===== src/hdl/pwm_gen_pkg.sv =====
package pwm_gen_pkg;

  // ----------------------------------------------------------------
  // Register word addresses (byte offsets)
  // ----------------------------------------------------------------
  localparam logic [7:0] ADDR_SECONDARY_DUTY = 8'h00;
  localparam logic [7:0] ADDR_PRIMARY_PHASE = 8'h04;
  localparam logic [7:0] ADDR_SECONDARY_PHASE = 8'h08;
  localparam logic [7:0] ADDR_DEAD_PRIMARY = 8'h0C;
  localparam logic [7:0] ADDR_DEAD_ALTERNATE = 8'h10;
  localparam logic [7:0] ADDR_TRIGGER_CONTROL = 8'h14;
  localparam logic [7:0] ADDR_GENERATOR_CONTROL = 8'h18;
  localparam logic [7:0] ADDR_PRIMARY_DUTY = 8'h1C;
  localparam logic [7:0] ADDR_MASTER_PERIOD = 8'h20;
  localparam logic [7:0] ADDR_IRQ_STATUS = 8'h24;
  localparam logic [7:0] ADDR_IRQ_MASK = 8'h28;

  // ----------------------------------------------------------------
  // Reset values
  // ----------------------------------------------------------------
  localparam logic [15:0] RESET_WORD = 16'h0000;
  localparam logic [15:0] RESET_PERIOD = 16'hFFFF;

  // ----------------------------------------------------------------
  // Field positions and masks
  // ----------------------------------------------------------------
  localparam logic [15:0] DEAD_TIME_MASK = 16'h3FFF;
  localparam logic [15:0] TRIGGER_CONTROL_MASK = 16'hF0BF;
  localparam int TRG_DIV_LSB = 12;
  localparam int TRG_DUAL_BIT = 7;
  localparam int TRG_START_LSB = 0;
  localparam int CTRL_ENABLE_BIT = 0;
  localparam int CTRL_INDEP_BIT = 1;
  localparam int CTRL_MODE_LSB = 2;
  localparam logic [15:0] GENERATOR_CONTROL_MASK = 16'h000F;

  // Interrupt status bits
  localparam int IRQ_PRIMARY_TRIGGER_BIT = 0;
  localparam int IRQ_SECONDARY_TRIGGER_BIT = 1;
  localparam int IRQ_PERIOD_BIT = 2;
  localparam int IRQ_WIDTH = 3;

  // ----------------------------------------------------------------
  // Pulse limits
  // ----------------------------------------------------------------
  localparam logic [15:0] DUTY_MIN = 16'h0008;
  localparam logic [15:0] DUTY_MAX = 16'hFFEF;

  // Near-edge zone, 40 ns at 4 ns per count
  localparam int EDGE_ZONE_NS = 40;
  localparam int CLK_PERIOD_NS = 4;
  localparam int EDGE_ZONE_CYCLES = EDGE_ZONE_NS / CLK_PERIOD_NS;

  // ----------------------------------------------------------------
  // Pin pair modes
  // ----------------------------------------------------------------
  typedef enum logic [1:0] {
    MODE_COMPLEMENTARY = 2'b00,
    MODE_REDUNDANT = 2'b01,
    MODE_PUSH_PULL = 2'b10,
    MODE_INDEPENDENT = 2'b11
  } pin_pair_mode_e;

endpackage


===== src/hdl/pwm_phase_deadtime_trigger.sv =====
module pwm_phase_deadtime_trigger (
  input wire logic clk_sys_in,
  input wire logic rst_in,
  input wire logic wb_cyc_in,
  input wire logic wb_stb_in,
  input wire logic wb_we_in,
  input wire logic [7:0] wb_adr_in,
  input wire logic [3:0] wb_sel_in,
  input wire logic [31:0] wb_dat_in,
  output logic [31:0] wb_dat_out,
  output logic wb_ack_out,
  output logic high_output_out,
  output logic low_output_out,
  output logic trigger_primary_out,
  output logic trigger_secondary_out,
  output logic irq_out
);

  // ----------------------------------------------------------------
  // State
  // ----------------------------------------------------------------
  typedef struct packed {
    logic [15:0] secondary_duty;
    logic [15:0] primary_phase_shift;
    logic [15:0] secondary_phase_shift;
    logic [15:0] dead_time_primary;
    logic [15:0] dead_time_alternate;
    logic [15:0] trigger_control;
    logic [15:0] generator_control;
    logic [15:0] primary_duty;
    logic [15:0] master_period;
    logic [2:0] irq_status;
    logic [2:0] irq_mask;
    logic [15:0] count_high;
    logic [15:0] count_low;
    logic [5:0] start_count;
    logic started;
    logic [3:0] div_primary;
    logic [3:0] div_secondary;
    logic [31:0] rdata;
    logic ack;
    logic high_out;
    logic low_out;
    logic trg_primary;
    logic trg_secondary;
    logic irq;
  } pwm_state_s;

  pwm_state_s state_reg;
  pwm_state_s state_next;

  // ----------------------------------------------------------------
  // Combinational decode
  // ----------------------------------------------------------------
  logic enable;
  logic indep_period;
  pwm_gen_pkg::pin_pair_mode_e mode;
  logic is_indep;
  logic [15:0] period_high;
  logic [15:0] period_low;
  logic [15:0] phase_high;
  logic [15:0] phase_low;
  logic [15:0] duty_high;
  logic [15:0] duty_low;
  logic [15:0] adj_high;
  logic [15:0] adj_low;
  logic wrap_high;
  logic wrap_low;
  logic sec_event;
  logic pri_event;
  logic [3:0] div_n;
  logic dual;
  logic pass_primary;
  logic pass_secondary;
  logic bus_req;
  logic bus_wr;
  logic [15:0] wdata;
  logic [2:0] irq_events;

  function automatic logic [15:0] clamp_duty(input logic [15:0] d, input logic [15:0] hi);
    logic [15:0] r;
    r = d;
    if (d < pwm_gen_pkg::DUTY_MIN) begin
      r = 16'h0000;
    end else if (d > hi) begin
      r = hi;
    end
    return r;
  endfunction

  always_comb begin
    enable = state_reg.generator_control[pwm_gen_pkg::CTRL_ENABLE_BIT];
    indep_period = state_reg.generator_control[pwm_gen_pkg::CTRL_INDEP_BIT];
    mode = pwm_gen_pkg::pin_pair_mode_e'(
      state_reg.generator_control[pwm_gen_pkg::CTRL_MODE_LSB +: 2]);
    is_indep = (mode == pwm_gen_pkg::MODE_INDEPENDENT);
    // Period source selection
    period_high = state_reg.master_period;
    period_low = state_reg.master_period;
    phase_high = 16'h0000;
    phase_low = 16'h0000;
    if (indep_period) begin
      if (is_indep) begin
        period_low = state_reg.primary_phase_shift;
        phase_low = state_reg.secondary_phase_shift;
      end else begin
        period_high = state_reg.primary_phase_shift;
        period_low = state_reg.primary_phase_shift;
      end
    end else begin
      if (is_indep) begin
        phase_low = state_reg.primary_phase_shift + state_reg.secondary_phase_shift;
      end else begin
        phase_high = state_reg.primary_phase_shift;
        phase_low = state_reg.primary_phase_shift;
      end
    end
    // Duty selection and limits
    duty_high = clamp_duty(state_reg.primary_duty, pwm_gen_pkg::DUTY_MAX);
    duty_low = duty_high;
    if (is_indep) begin
      duty_low = clamp_duty(state_reg.secondary_duty, pwm_gen_pkg::DUTY_MAX);
    end
    if (indep_period) begin
      duty_high = clamp_duty(duty_high, period_high - pwm_gen_pkg::DUTY_MIN);
      duty_low = clamp_duty(duty_low, period_low - pwm_gen_pkg::DUTY_MIN);
    end
    // Resolution coarsens to 8 LSB inside the near-edge zone
    if (duty_high < 16'(pwm_gen_pkg::EDGE_ZONE_CYCLES)) begin
      duty_high = {duty_high[15:3], 3'b000};
    end
    if (duty_low < 16'(pwm_gen_pkg::EDGE_ZONE_CYCLES)) begin
      duty_low = {duty_low[15:3], 3'b000};
    end
    adj_high = state_reg.count_high + phase_high;
    adj_low = state_reg.count_low + phase_low;
    wrap_high = enable && (state_reg.count_high >= period_high);
    wrap_low = enable && (state_reg.count_low >= period_low);
    // Trigger events
    pri_event = wrap_high;
    sec_event = wrap_low && is_indep;
    div_n = state_reg.trigger_control[pwm_gen_pkg::TRG_DIV_LSB +: 4];
    dual = state_reg.trigger_control[pwm_gen_pkg::TRG_DUAL_BIT];
    pass_primary = state_reg.started && (pri_event || (dual && sec_event)) &&
                   (state_reg.div_primary == div_n);
    pass_secondary = state_reg.started && !dual && sec_event &&
                     (state_reg.div_secondary == div_n);
    bus_req = wb_cyc_in && wb_stb_in && !state_reg.ack;
    bus_wr = bus_req && wb_we_in;
    wdata = wb_dat_in[15:0];
    irq_events = {pri_event, 1'b0, pass_primary};

    state_next = state_reg;
    state_next.ack = bus_req;
    state_next.trg_primary = pass_primary;
    state_next.trg_secondary = pass_secondary;

    // ----------------------------------------------------------------
    // Time bases
    // ----------------------------------------------------------------
    if (!enable) begin
      state_next.count_high = 16'h0000;
      state_next.count_low = 16'h0000;
      state_next.started = 1'b0;
      state_next.start_count = 6'h00;
      state_next.div_primary = 4'h0;
      state_next.div_secondary = 4'h0;
    end else begin
      state_next.count_high = wrap_high ? 16'h0000 : state_reg.count_high + 16'h0001;
      state_next.count_low = wrap_low ? 16'h0000 : state_reg.count_low + 16'h0001;
      // Start delay in whole PWM cycles
      if (!state_reg.started) begin
        if (state_reg.start_count ==
            state_reg.trigger_control[pwm_gen_pkg::TRG_START_LSB +: 6]) begin
          state_next.started = 1'b1;
        end else if (wrap_high) begin
          state_next.start_count = state_reg.start_count + 6'h01;
        end
      end
      if (state_reg.started && (pri_event || (dual && sec_event))) begin
        state_next.div_primary = (state_reg.div_primary == div_n) ? 4'h0 :
                                 state_reg.div_primary + 4'h1;
      end
      if (state_reg.started && !dual && sec_event) begin
        state_next.div_secondary = (state_reg.div_secondary == div_n) ? 4'h0 :
                                   state_reg.div_secondary + 4'h1;
      end
    end
    state_next.high_out = enable && (adj_high < duty_high);
    if (is_indep) begin
      state_next.low_out = enable && (adj_low < duty_low);
    end else if (mode == pwm_gen_pkg::MODE_COMPLEMENTARY) begin
      state_next.low_out = enable && !(adj_high < duty_high);
    end else begin
      state_next.low_out = enable && (adj_high < duty_high);
    end

    // ----------------------------------------------------------------
    // Interrupt status, set wins over clear
    // ----------------------------------------------------------------
    if (bus_wr && wb_adr_in == pwm_gen_pkg::ADDR_IRQ_STATUS && wb_sel_in[0]) begin
      state_next.irq_status = state_reg.irq_status & ~wb_dat_in[2:0];
    end
    state_next.irq_status = state_next.irq_status | irq_events;

    // ----------------------------------------------------------------
    // Register writes
    // ----------------------------------------------------------------
    if (bus_wr && (&wb_sel_in[1:0])) begin
      if (wb_adr_in == pwm_gen_pkg::ADDR_SECONDARY_DUTY) begin
        state_next.secondary_duty = wdata;
      end else if (wb_adr_in == pwm_gen_pkg::ADDR_PRIMARY_PHASE) begin
        state_next.primary_phase_shift = wdata;
      end else if (wb_adr_in == pwm_gen_pkg::ADDR_SECONDARY_PHASE) begin
        state_next.secondary_phase_shift = wdata;
      end else if (wb_adr_in == pwm_gen_pkg::ADDR_DEAD_PRIMARY) begin
        state_next.dead_time_primary = wdata & pwm_gen_pkg::DEAD_TIME_MASK;
      end else if (wb_adr_in == pwm_gen_pkg::ADDR_DEAD_ALTERNATE) begin
        state_next.dead_time_alternate = wdata & pwm_gen_pkg::DEAD_TIME_MASK;
      end else if (wb_adr_in == pwm_gen_pkg::ADDR_TRIGGER_CONTROL) begin
        state_next.trigger_control = wdata & pwm_gen_pkg::TRIGGER_CONTROL_MASK;
      end else if (wb_adr_in == pwm_gen_pkg::ADDR_GENERATOR_CONTROL) begin
        state_next.generator_control = wdata & pwm_gen_pkg::GENERATOR_CONTROL_MASK;
      end else if (wb_adr_in == pwm_gen_pkg::ADDR_PRIMARY_DUTY) begin
        state_next.primary_duty = wdata;
      end else if (wb_adr_in == pwm_gen_pkg::ADDR_MASTER_PERIOD) begin
        state_next.master_period = wdata;
      end else if (wb_adr_in == pwm_gen_pkg::ADDR_IRQ_MASK) begin
        state_next.irq_mask = wdata[2:0];
      end
    end

    // ----------------------------------------------------------------
    // Register reads
    // ----------------------------------------------------------------
    state_next.rdata = 32'h0000_0000;
    if (bus_req && !wb_we_in) begin
      if (wb_adr_in == pwm_gen_pkg::ADDR_SECONDARY_DUTY) begin
        state_next.rdata[15:0] = state_reg.secondary_duty;
      end else if (wb_adr_in == pwm_gen_pkg::ADDR_PRIMARY_PHASE) begin
        state_next.rdata[15:0] = state_reg.primary_phase_shift;
      end else if (wb_adr_in == pwm_gen_pkg::ADDR_SECONDARY_PHASE) begin
        state_next.rdata[15:0] = state_reg.secondary_phase_shift;
      end else if (wb_adr_in == pwm_gen_pkg::ADDR_DEAD_PRIMARY) begin
        state_next.rdata[15:0] = state_reg.dead_time_primary;
      end else if (wb_adr_in == pwm_gen_pkg::ADDR_DEAD_ALTERNATE) begin
        state_next.rdata[15:0] = state_reg.dead_time_alternate;
      end else if (wb_adr_in == pwm_gen_pkg::ADDR_TRIGGER_CONTROL) begin
        state_next.rdata[15:0] = state_reg.trigger_control;
      end else if (wb_adr_in == pwm_gen_pkg::ADDR_GENERATOR_CONTROL) begin
        state_next.rdata[15:0] = state_reg.generator_control;
      end else if (wb_adr_in == pwm_gen_pkg::ADDR_PRIMARY_DUTY) begin
        state_next.rdata[15:0] = state_reg.primary_duty;
      end else if (wb_adr_in == pwm_gen_pkg::ADDR_MASTER_PERIOD) begin
        state_next.rdata[15:0] = state_reg.master_period;
      end else if (wb_adr_in == pwm_gen_pkg::ADDR_IRQ_STATUS) begin
        state_next.rdata[2:0] = state_reg.irq_status;
      end else if (wb_adr_in == pwm_gen_pkg::ADDR_IRQ_MASK) begin
        state_next.rdata[2:0] = state_reg.irq_mask;
      end
    end
    state_next.irq = |(state_next.irq_status & state_next.irq_mask);
  end

  // ----------------------------------------------------------------
  // Registers
  // ----------------------------------------------------------------
  always_ff @(posedge clk_sys_in) begin
    if (rst_in) begin
      state_reg <= '0;
      state_reg.master_period <= pwm_gen_pkg::RESET_PERIOD;
    end else begin
      state_reg <= state_next;
    end
  end

  assign wb_dat_out = state_reg.rdata;
  assign wb_ack_out = state_reg.ack;
  assign high_output_out = state_reg.high_out;
  assign low_output_out = state_reg.low_out;
  assign trigger_primary_out = state_reg.trg_primary;
  assign trigger_secondary_out = state_reg.trg_secondary;
  assign irq_out = state_reg.irq;

endmodule // pwm_phase_deadtime_trigger


===== config.mk =====
export PLATFORM = sky130hd
export DESIGN_NAME = pwm_phase_deadtime_trigger
export DESIGN_NICKNAME = d
export VERILOG_FILES = /design/src/hdl/pwm_gen_pkg.sv /design/src/hdl/pwm_phase_deadtime_trigger.sv
export SDC_FILE = /design/constraint.sdc
export NUM_CORES = 1
export LEC_CHECK = 0
export BUFFER_PORTS_ARGS = -buffer_cell sky130_fd_sc_hd__buf_4
export CORE_ASPECT_RATIO = 2
export CORE_MARGIN = 5
export CORE_UTILIZATION = 45
export CTS_CLUSTER_SIZE = 28
export DETAILED_ROUTE_END_ITERATION = 8
export GPL_TIMING_DRIVEN = 0
export PLACE_DENSITY = 0.59
export SYNTH_ARGS = -nofsm -noshare
export SYNTH_HDL_FRONTEND = slang
export SYNTH_SLANG_ARGS = --single-unit

===== constraint.sdc =====
create_clock -name clk_sys_in -period 15.1 [get_ports clk_sys_in]
set_clock_uncertainty 0.15 [all_clocks]
set_input_delay 0.755 -clock clk_sys_in [delete_from_list [all_inputs] [get_ports clk_sys_in]]
set_output_delay 0.755 -clock clk_sys_in [all_outputs]
set_load 0.01 [all_outputs]

==> run summary, run 1 <==
peak supply drop: 0.0000800 V
CTS Hold Buffers Added: 0
Final Instance Count excl. Fillers: 2475
dpl ws: 7.21 ns
max incr delay on CP: 0.60 ns
Die Wd: 138 µm
first-pass GRT wire length: 88200 µm
setup bufs post-CTS: 0
Post-Layout Inst Area: 16300 µm²
# setup viols final: 0
Layout Nets: 2221
final worst slack: 7.07 ns
Synth cell types: 79
most common cell after layout, fill and taps aside: nand2_1
critical path type: reg2reg
Mapped Avg Cell Area: 7.56 µm²
crit path DAT: 8.27 ns
port bufs: 44
share of synthesized registers carrying an async set or reset: 0%
Max-Cap Viols: 0
Avg WL per Cell: 24.1 µm
final hold violations: 0
CTS tree: done
vias: 14.9k
layout cells sized above 1: 6.90%
Required @ worst endpoint: 15.34 ns
CTS Root Cell: clkbuf_16
Slew headroom: 20.1%
startpoint types: flop
Ports: 87
# H-tree levels: 4
clock tree buffer depth: 2
largest net degree at the start of global routing: 22
die area: 36800 µm²
Mapped Cells: 1953
FILL cells: 3307
CP most frequent cell: clkbuf_1
placed cells: 2444
path type of the worst min-delay path: reg2reg
Routed Antenna Nets: 0
Worst path top cell family by delay: compound AO/OA/AOI/OAI gates
vias in the first global route: 14.6k
GPL Wtd Cong: 1.00
Post-Syn Area: 14800 µm²
register area share after synthesis: 26.8%
number of flip-flops in the largest register: 167
initial antenna violation count: 0
Post-synth EDFFs: 0
PwrDens: 63.8 nW/µm²
ANT cells: 0
Yosys warnings: 0
Area Growth Syn to Fin: 10.4%
Final Slew Violations: 0
first drt pass iteration count: 6
post-CTS sizing: 0
crit path buf inv count: 5
remaining global-route overflow: 0
initial core utilization: 45.2%
number of synthesized register bits: 198
core area: 32700 µm²
HPWL after DPL: 47400 µm
All-Layer GR Usage: 31.6%
vias per cell: 6.03
Leak: 0.00688 µW
die height: 266 µm
f_max: 0.124 GHz
# rows: 94
Worst Path Max Fanout: 10
fin crit period: 8.03 ns
Num CTS Buffers: 17
post-placement cell area: 15700 µm²
status: finished clean
final setup TNS: 0 ns
final wirelength: 59700 µm
fin crit share: 53.2%
Slew @ Worst Pin: 1.19 ns
clk_lat worst skew: 0.47 ns
Iter 0 DRT Violations: 1212
clock sinks: 198
drt drc: 0
RSZ-0062 raised after global routing: no
most frequent cells in the layout: 358 x nand2_1, 198 x dfxtp_1, 175 x a21oi_1, 138 x ha_1, 133 x nor2_1
ys flop type: dfxtp_1
Crit-path slowest cell: clkbuf_1
Worst Setup End Kind: flop
CTS clk-pin slew, worst paths: 0.08 ns
-- tightest hold or removal path: stages (launching register included) --
cell and delay, ns:
dfxtp_1 0.32, nand2_1 0.05, a21oi_1 0.05
-- through the flow --
stage / util (%) / hold slack (ns) / power (µW)
final: 49.9 / 0.308 / 1040
after global routing: 49.9 / 0.337 / 1060
after CTS: 49.9 / 0.309 / 1040
after detailed placement: 48.0 / 0.296 / 571
after global placement: 48.0 / 0.289 / 571
after floorplan: - / 0.281 / 551
-- final timing paths --
kind	from	to	slack, ns	depth (start not counted)
worst max-delay path	indep_period$_SDFFE_PP0P_	low_output_out$_SDFF_PP0_	7.07	25
worst max register to register	indep_period$_SDFFE_PP0P_	low_output_out$_SDFF_PP0_	7.07	25
worst min-delay path	state_reg[178]$_SDFFE_PP0P_	state_reg[178]$_SDFFE_PP0P_	0.31	2
worst min register to register	state_reg[178]$_SDFFE_PP0P_	state_reg[178]$_SDFFE_PP0P_	0.31	2
-- per-layer routing --
layer | track usage, % | vias to the layer above | routed length [µm]
li1 | - | 7021 | -
met5 | 0 | - | 0
met3 | 4.63 | 318 | 3320
met4 | 32.4 | 0 | 7410
met2 | 54.8 | 659 | 28900
met1 | 31.0 | 6922 | 20100
-- cells in the mapped netlist (19+ instances only) --
library cell    n  area (µm²)
a21o_1         34         255
a21oi_1       175         876
a22oi_1        23         173
and3_1         25         156
buf_4          32         240
clkbuf_1       97         364
dfxtp_1       198        3960
ha_1          138        1730
inv_1          49         184
mux2i_1        63         631
nand2_1       358        1340
nand2b_1       28         175
nand3_1        65         325
nand3b_1       21         158
nand4_1        28         175
nor2_1        133         499
nor2b_1        20         125
nor3_1         54         270
o211ai_1       19         143
o21ai_0        77         385
xnor2_1        66         578
xor2_1         38         333
-- kinds of logic after synthesis --
logic type	Yosys count	share of synthesized area, %
other	1	0.0254
adder cells (fa/ha/maj)	143	12.2
multiplexers	68	4.74
AO/OA/AOI/OAI	445	19.0
flip-flops	198	26.8
AND/OR/NAND/NOR	801	25.1
buffers and inverters	193	5.88
XOR/XNOR	104	6.17
-- power by group --
part / internal, µW / switching, µW / total, µW
logic: 10.5 / 28.0 / 38.5
registers: 522 / 0.123 / 522
clock network: 225 / 255 / 480
-- final cells by class --
cell class              instances  area (µm²)  area share (%)
multi-input cells            1577       10000            61.3
flip-flops and latches        198        3960            24.3
plain buffers                 144         684            4.20
well taps                     432         541            3.31
clock buffers                  17         425            2.61
repair buffers                 44         330            2.03
inverters                      49         184            1.13
clock inverters                14         183            1.12
(Power assumes the default switching activity.)
==> run 2: changes to the inputs <==
--- a/config.mk
+++ b/config.mk
@@ -12,7 +12,7 @@
 export CTS_CLUSTER_SIZE = 28
 export DETAILED_ROUTE_END_ITERATION = 8
 export GPL_TIMING_DRIVEN = 0
-export PLACE_DENSITY = 0.59
+export PLACE_DENSITY = 0.61
 export SYNTH_ARGS = -nofsm -noshare
 export SYNTH_HDL_FRONTEND = slang
 export SYNTH_SLANG_ARGS = --single-unit
==> constraint.sdc (replaced) <==
create_clock -name clk_sys_in -period 7.35 [get_ports clk_sys_in]
set_clock_uncertainty 0.15 [all_clocks]
set_input_delay 0.3675 -clock clk_sys_in [delete_from_list [all_inputs] [get_ports clk_sys_in]]
set_output_delay 0.3675 -clock clk_sys_in [all_outputs]
set_load 0.01 [all_outputs]
==> run summary, run 2 (same netlist as run 1, synthesis figures left out) <==
status: finished clean (unchanged)
Ports: 87 (unchanged)
final setup TNS: 0 ns (unchanged)
Worst Path Max Fanout: 10 (unchanged)
first drt pass iteration count: 6 (unchanged)
Final Slew Violations: 0 (unchanged)
Slew headroom: 20.6% (was 20.1%)
number of flip-flops in the largest register: 167 (unchanged)
clock tree buffer depth: 2 (unchanged)
CTS tree: done (unchanged)
path type of the worst min-delay path: in2reg (was reg2reg)
peak supply drop: 0.000163 V (was 0.0000800 V)
HPWL after DPL: 47000 µm (was 47400 µm)
max incr delay on CP: 0.42 ns (was 0.60 ns)
port bufs: 44 (unchanged)
vias in the first global route: 14.5k (was 14.6k)
post-placement cell area: 15700 µm² (unchanged)
initial antenna violation count: 0 (unchanged)
fin crit period: 6.97 ns (was 8.03 ns)
fin crit share: 94.8% (was 53.2%)
# rows: 94 (unchanged)
clk_lat worst skew: 0.47 ns (about the same)
core area: 32700 µm² (unchanged)
Worst path top cell family by delay: compound AO/OA/AOI/OAI gates (unchanged)
vias: 15.0k (was 14.9k)
most frequent cells in the layout: 357 x nand2_1, 198 x dfxtp_1, 175 x a21oi_1, 138 x ha_1, 133 x nor2_1 (was 358 x nand2_1, 198 x dfxtp_1, 175 x a21oi_1, 138 x ha_1, 133 x nor2_1)
Post-Layout Inst Area: 16300 µm² (about the same)
CTS Hold Buffers Added: 0 (unchanged)
Area Growth Syn to Fin: 10.6% (was 10.4%)
crit path DAT: 7.15 ns (was 8.27 ns)
first-pass GRT wire length: 86800 µm (was 88200 µm)
final worst slack: 0.384 ns (was 7.07 ns)
Die Wd: 138 µm (unchanged)
PwrDens: 130 nW/µm² (was 63.8 nW/µm²)
CTS Root Cell: clkbuf_16 (unchanged)
Layout Nets: 2220 (was 2221)
startpoint types: flop (unchanged)
crit path buf inv count: 6 (was 5)
final wirelength: 59000 µm (was 59700 µm)
Slew @ Worst Pin: 1.18 ns (was 1.19 ns)
Avg WL per Cell: 23.9 µm (was 24.1 µm)
All-Layer GR Usage: 31.1% (was 31.6%)
remaining global-route overflow: 0 (unchanged)
final hold violations: 0 (unchanged)
GPL Wtd Cong: 0.985 (was 1.00)
# setup viols final: 0 (unchanged)
Core Util, Final: 50.0% (was 49.9%)
Max-Cap Viols: 0 (unchanged)
CP most frequent cell: o21ai_0 (was clkbuf_1)
initial core utilization: 45.2% (unchanged)
vias per cell: 6.05 (was 6.03)
most common cell after layout, fill and taps aside: nand2_1 (unchanged)
FILL cells: 3362 (was 3307)
die area: 36800 µm² (unchanged)
Leak: 0.00692 µW (was 0.00688 µW)
Iter 0 DRT Violations: 1295 (was 1212)
Num CTS Buffers: 17 (unchanged)
# H-tree levels: 4 (unchanged)
Routed Antenna Nets: 0 (unchanged)
f_max: 0.144 GHz (was 0.124 GHz)
layout cells sized above 1: 7.54% (was 6.90%)
Worst Setup End Kind: flop (unchanged)
dpl ws: -0.479 ns (was 7.21 ns)
largest net degree at the start of global routing: 21 (was 22)
critical path type: reg2reg (unchanged)
Required @ worst endpoint: 7.54 ns (was 15.34 ns)
die height: 266 µm (unchanged)
ANT cells: 0 (unchanged)
Crit-path slowest cell: or3_1 (was clkbuf_1)
clock sinks: 198 (unchanged)
CTS clk-pin slew, worst paths: 0.09 ns (was 0.08 ns)
drt drc: 0 (unchanged)
[run 2: path summary, 6_finish.rpt]
check | start | end | slack (ns) | cells past startpoint
max | mode[1]$_SDFFE_PP0P_ | low_output_out$_SDFF_PP0_ | 0.38 | 33
min | wb_dat_in[1] | state_reg[86]$_SDFF_PP0_ | 0.03 | 3
max reg2reg | mode[1]$_SDFFE_PP0P_ | low_output_out$_SDFF_PP0_ | 0.38 | 33
min reg2reg | state_reg[177]$_SDFFE_PP0P_ | state_reg[177]$_SDFFE_PP0P_ | 0.31 | 2
[run 2: worst reg2reg max path: cells and delay by family, from the launching register on]
| kind | cells | cell delay [ns] |
|---|---|---|
| AOI/OAI and AO/OA | 11 | 1.83 |
| and+or+nand+nor | 9 | 1.59 |
| buffers and inverters | 6 | 1.20 |
| adders and majority gates | 3 | 0.87 |
| muxes | 3 | 0.70 |
| DFF | 1 | 0.32 |
| xor gates and xnor gates | 1 | 0.18 |
[run 2: power by group]
group	internal [µW]	leakage (µW)	switching (µW)	total, µW
logic	21.5	0.00504	57.5	79.0
registers	1070	0.00159	0.253	1070
clock network	468	0.000287	506	974
total	1560	0.00692	564	2130
[run 2: cell type report]
cell class | count | area, µm² | share of cell area [%]
plain buffers | 143 | 693 | 4.24
clock inverters | 13 | 148 | 0.903
repair buffers | 44 | 330 | 2.02
clock buffers | 19 | 443 | 2.71
flip-flops and latches | 198 | 3960 | 24.3
inverters | 49 | 184 | 1.13
multi-input cells | 1577 | 10000 | 61.4
well taps | 432 | 541 | 3.31
[run 2: through the flow]
stage / std cells / power, µW / hold slack (ns)
after global routing: 2475 / 2180 / 0.0348
final: 2475 / 2130 / 0.0284
after detailed placement: 2444 / 1170 / 0.295
after floorplan: 1968 / 1130 / 0.281
after global placement: 2444 / 1170 / 0.288
after CTS: 2476 / 2130 / 0.0250
[run 2: what timing repair did]
| item | in CTS | in global routing |
|---|---|---|
| gates resized for setup | 5 | 14 |
| setup buffers | 0 | 0 |
| setup endpoints to repair | 1 | 1 |
| endpoints found under the hold margin | 0 | 0 |
[run 2: routing by layer]
metal  GRT usage (%)  share of wire (%)  vias up
met5               0                  0        -
met4            31.5                 12        0
met3            4.65                6.2      309
met2            54.7                 49      756
met1            30.1                 33     6877
li1                -                  -     7020
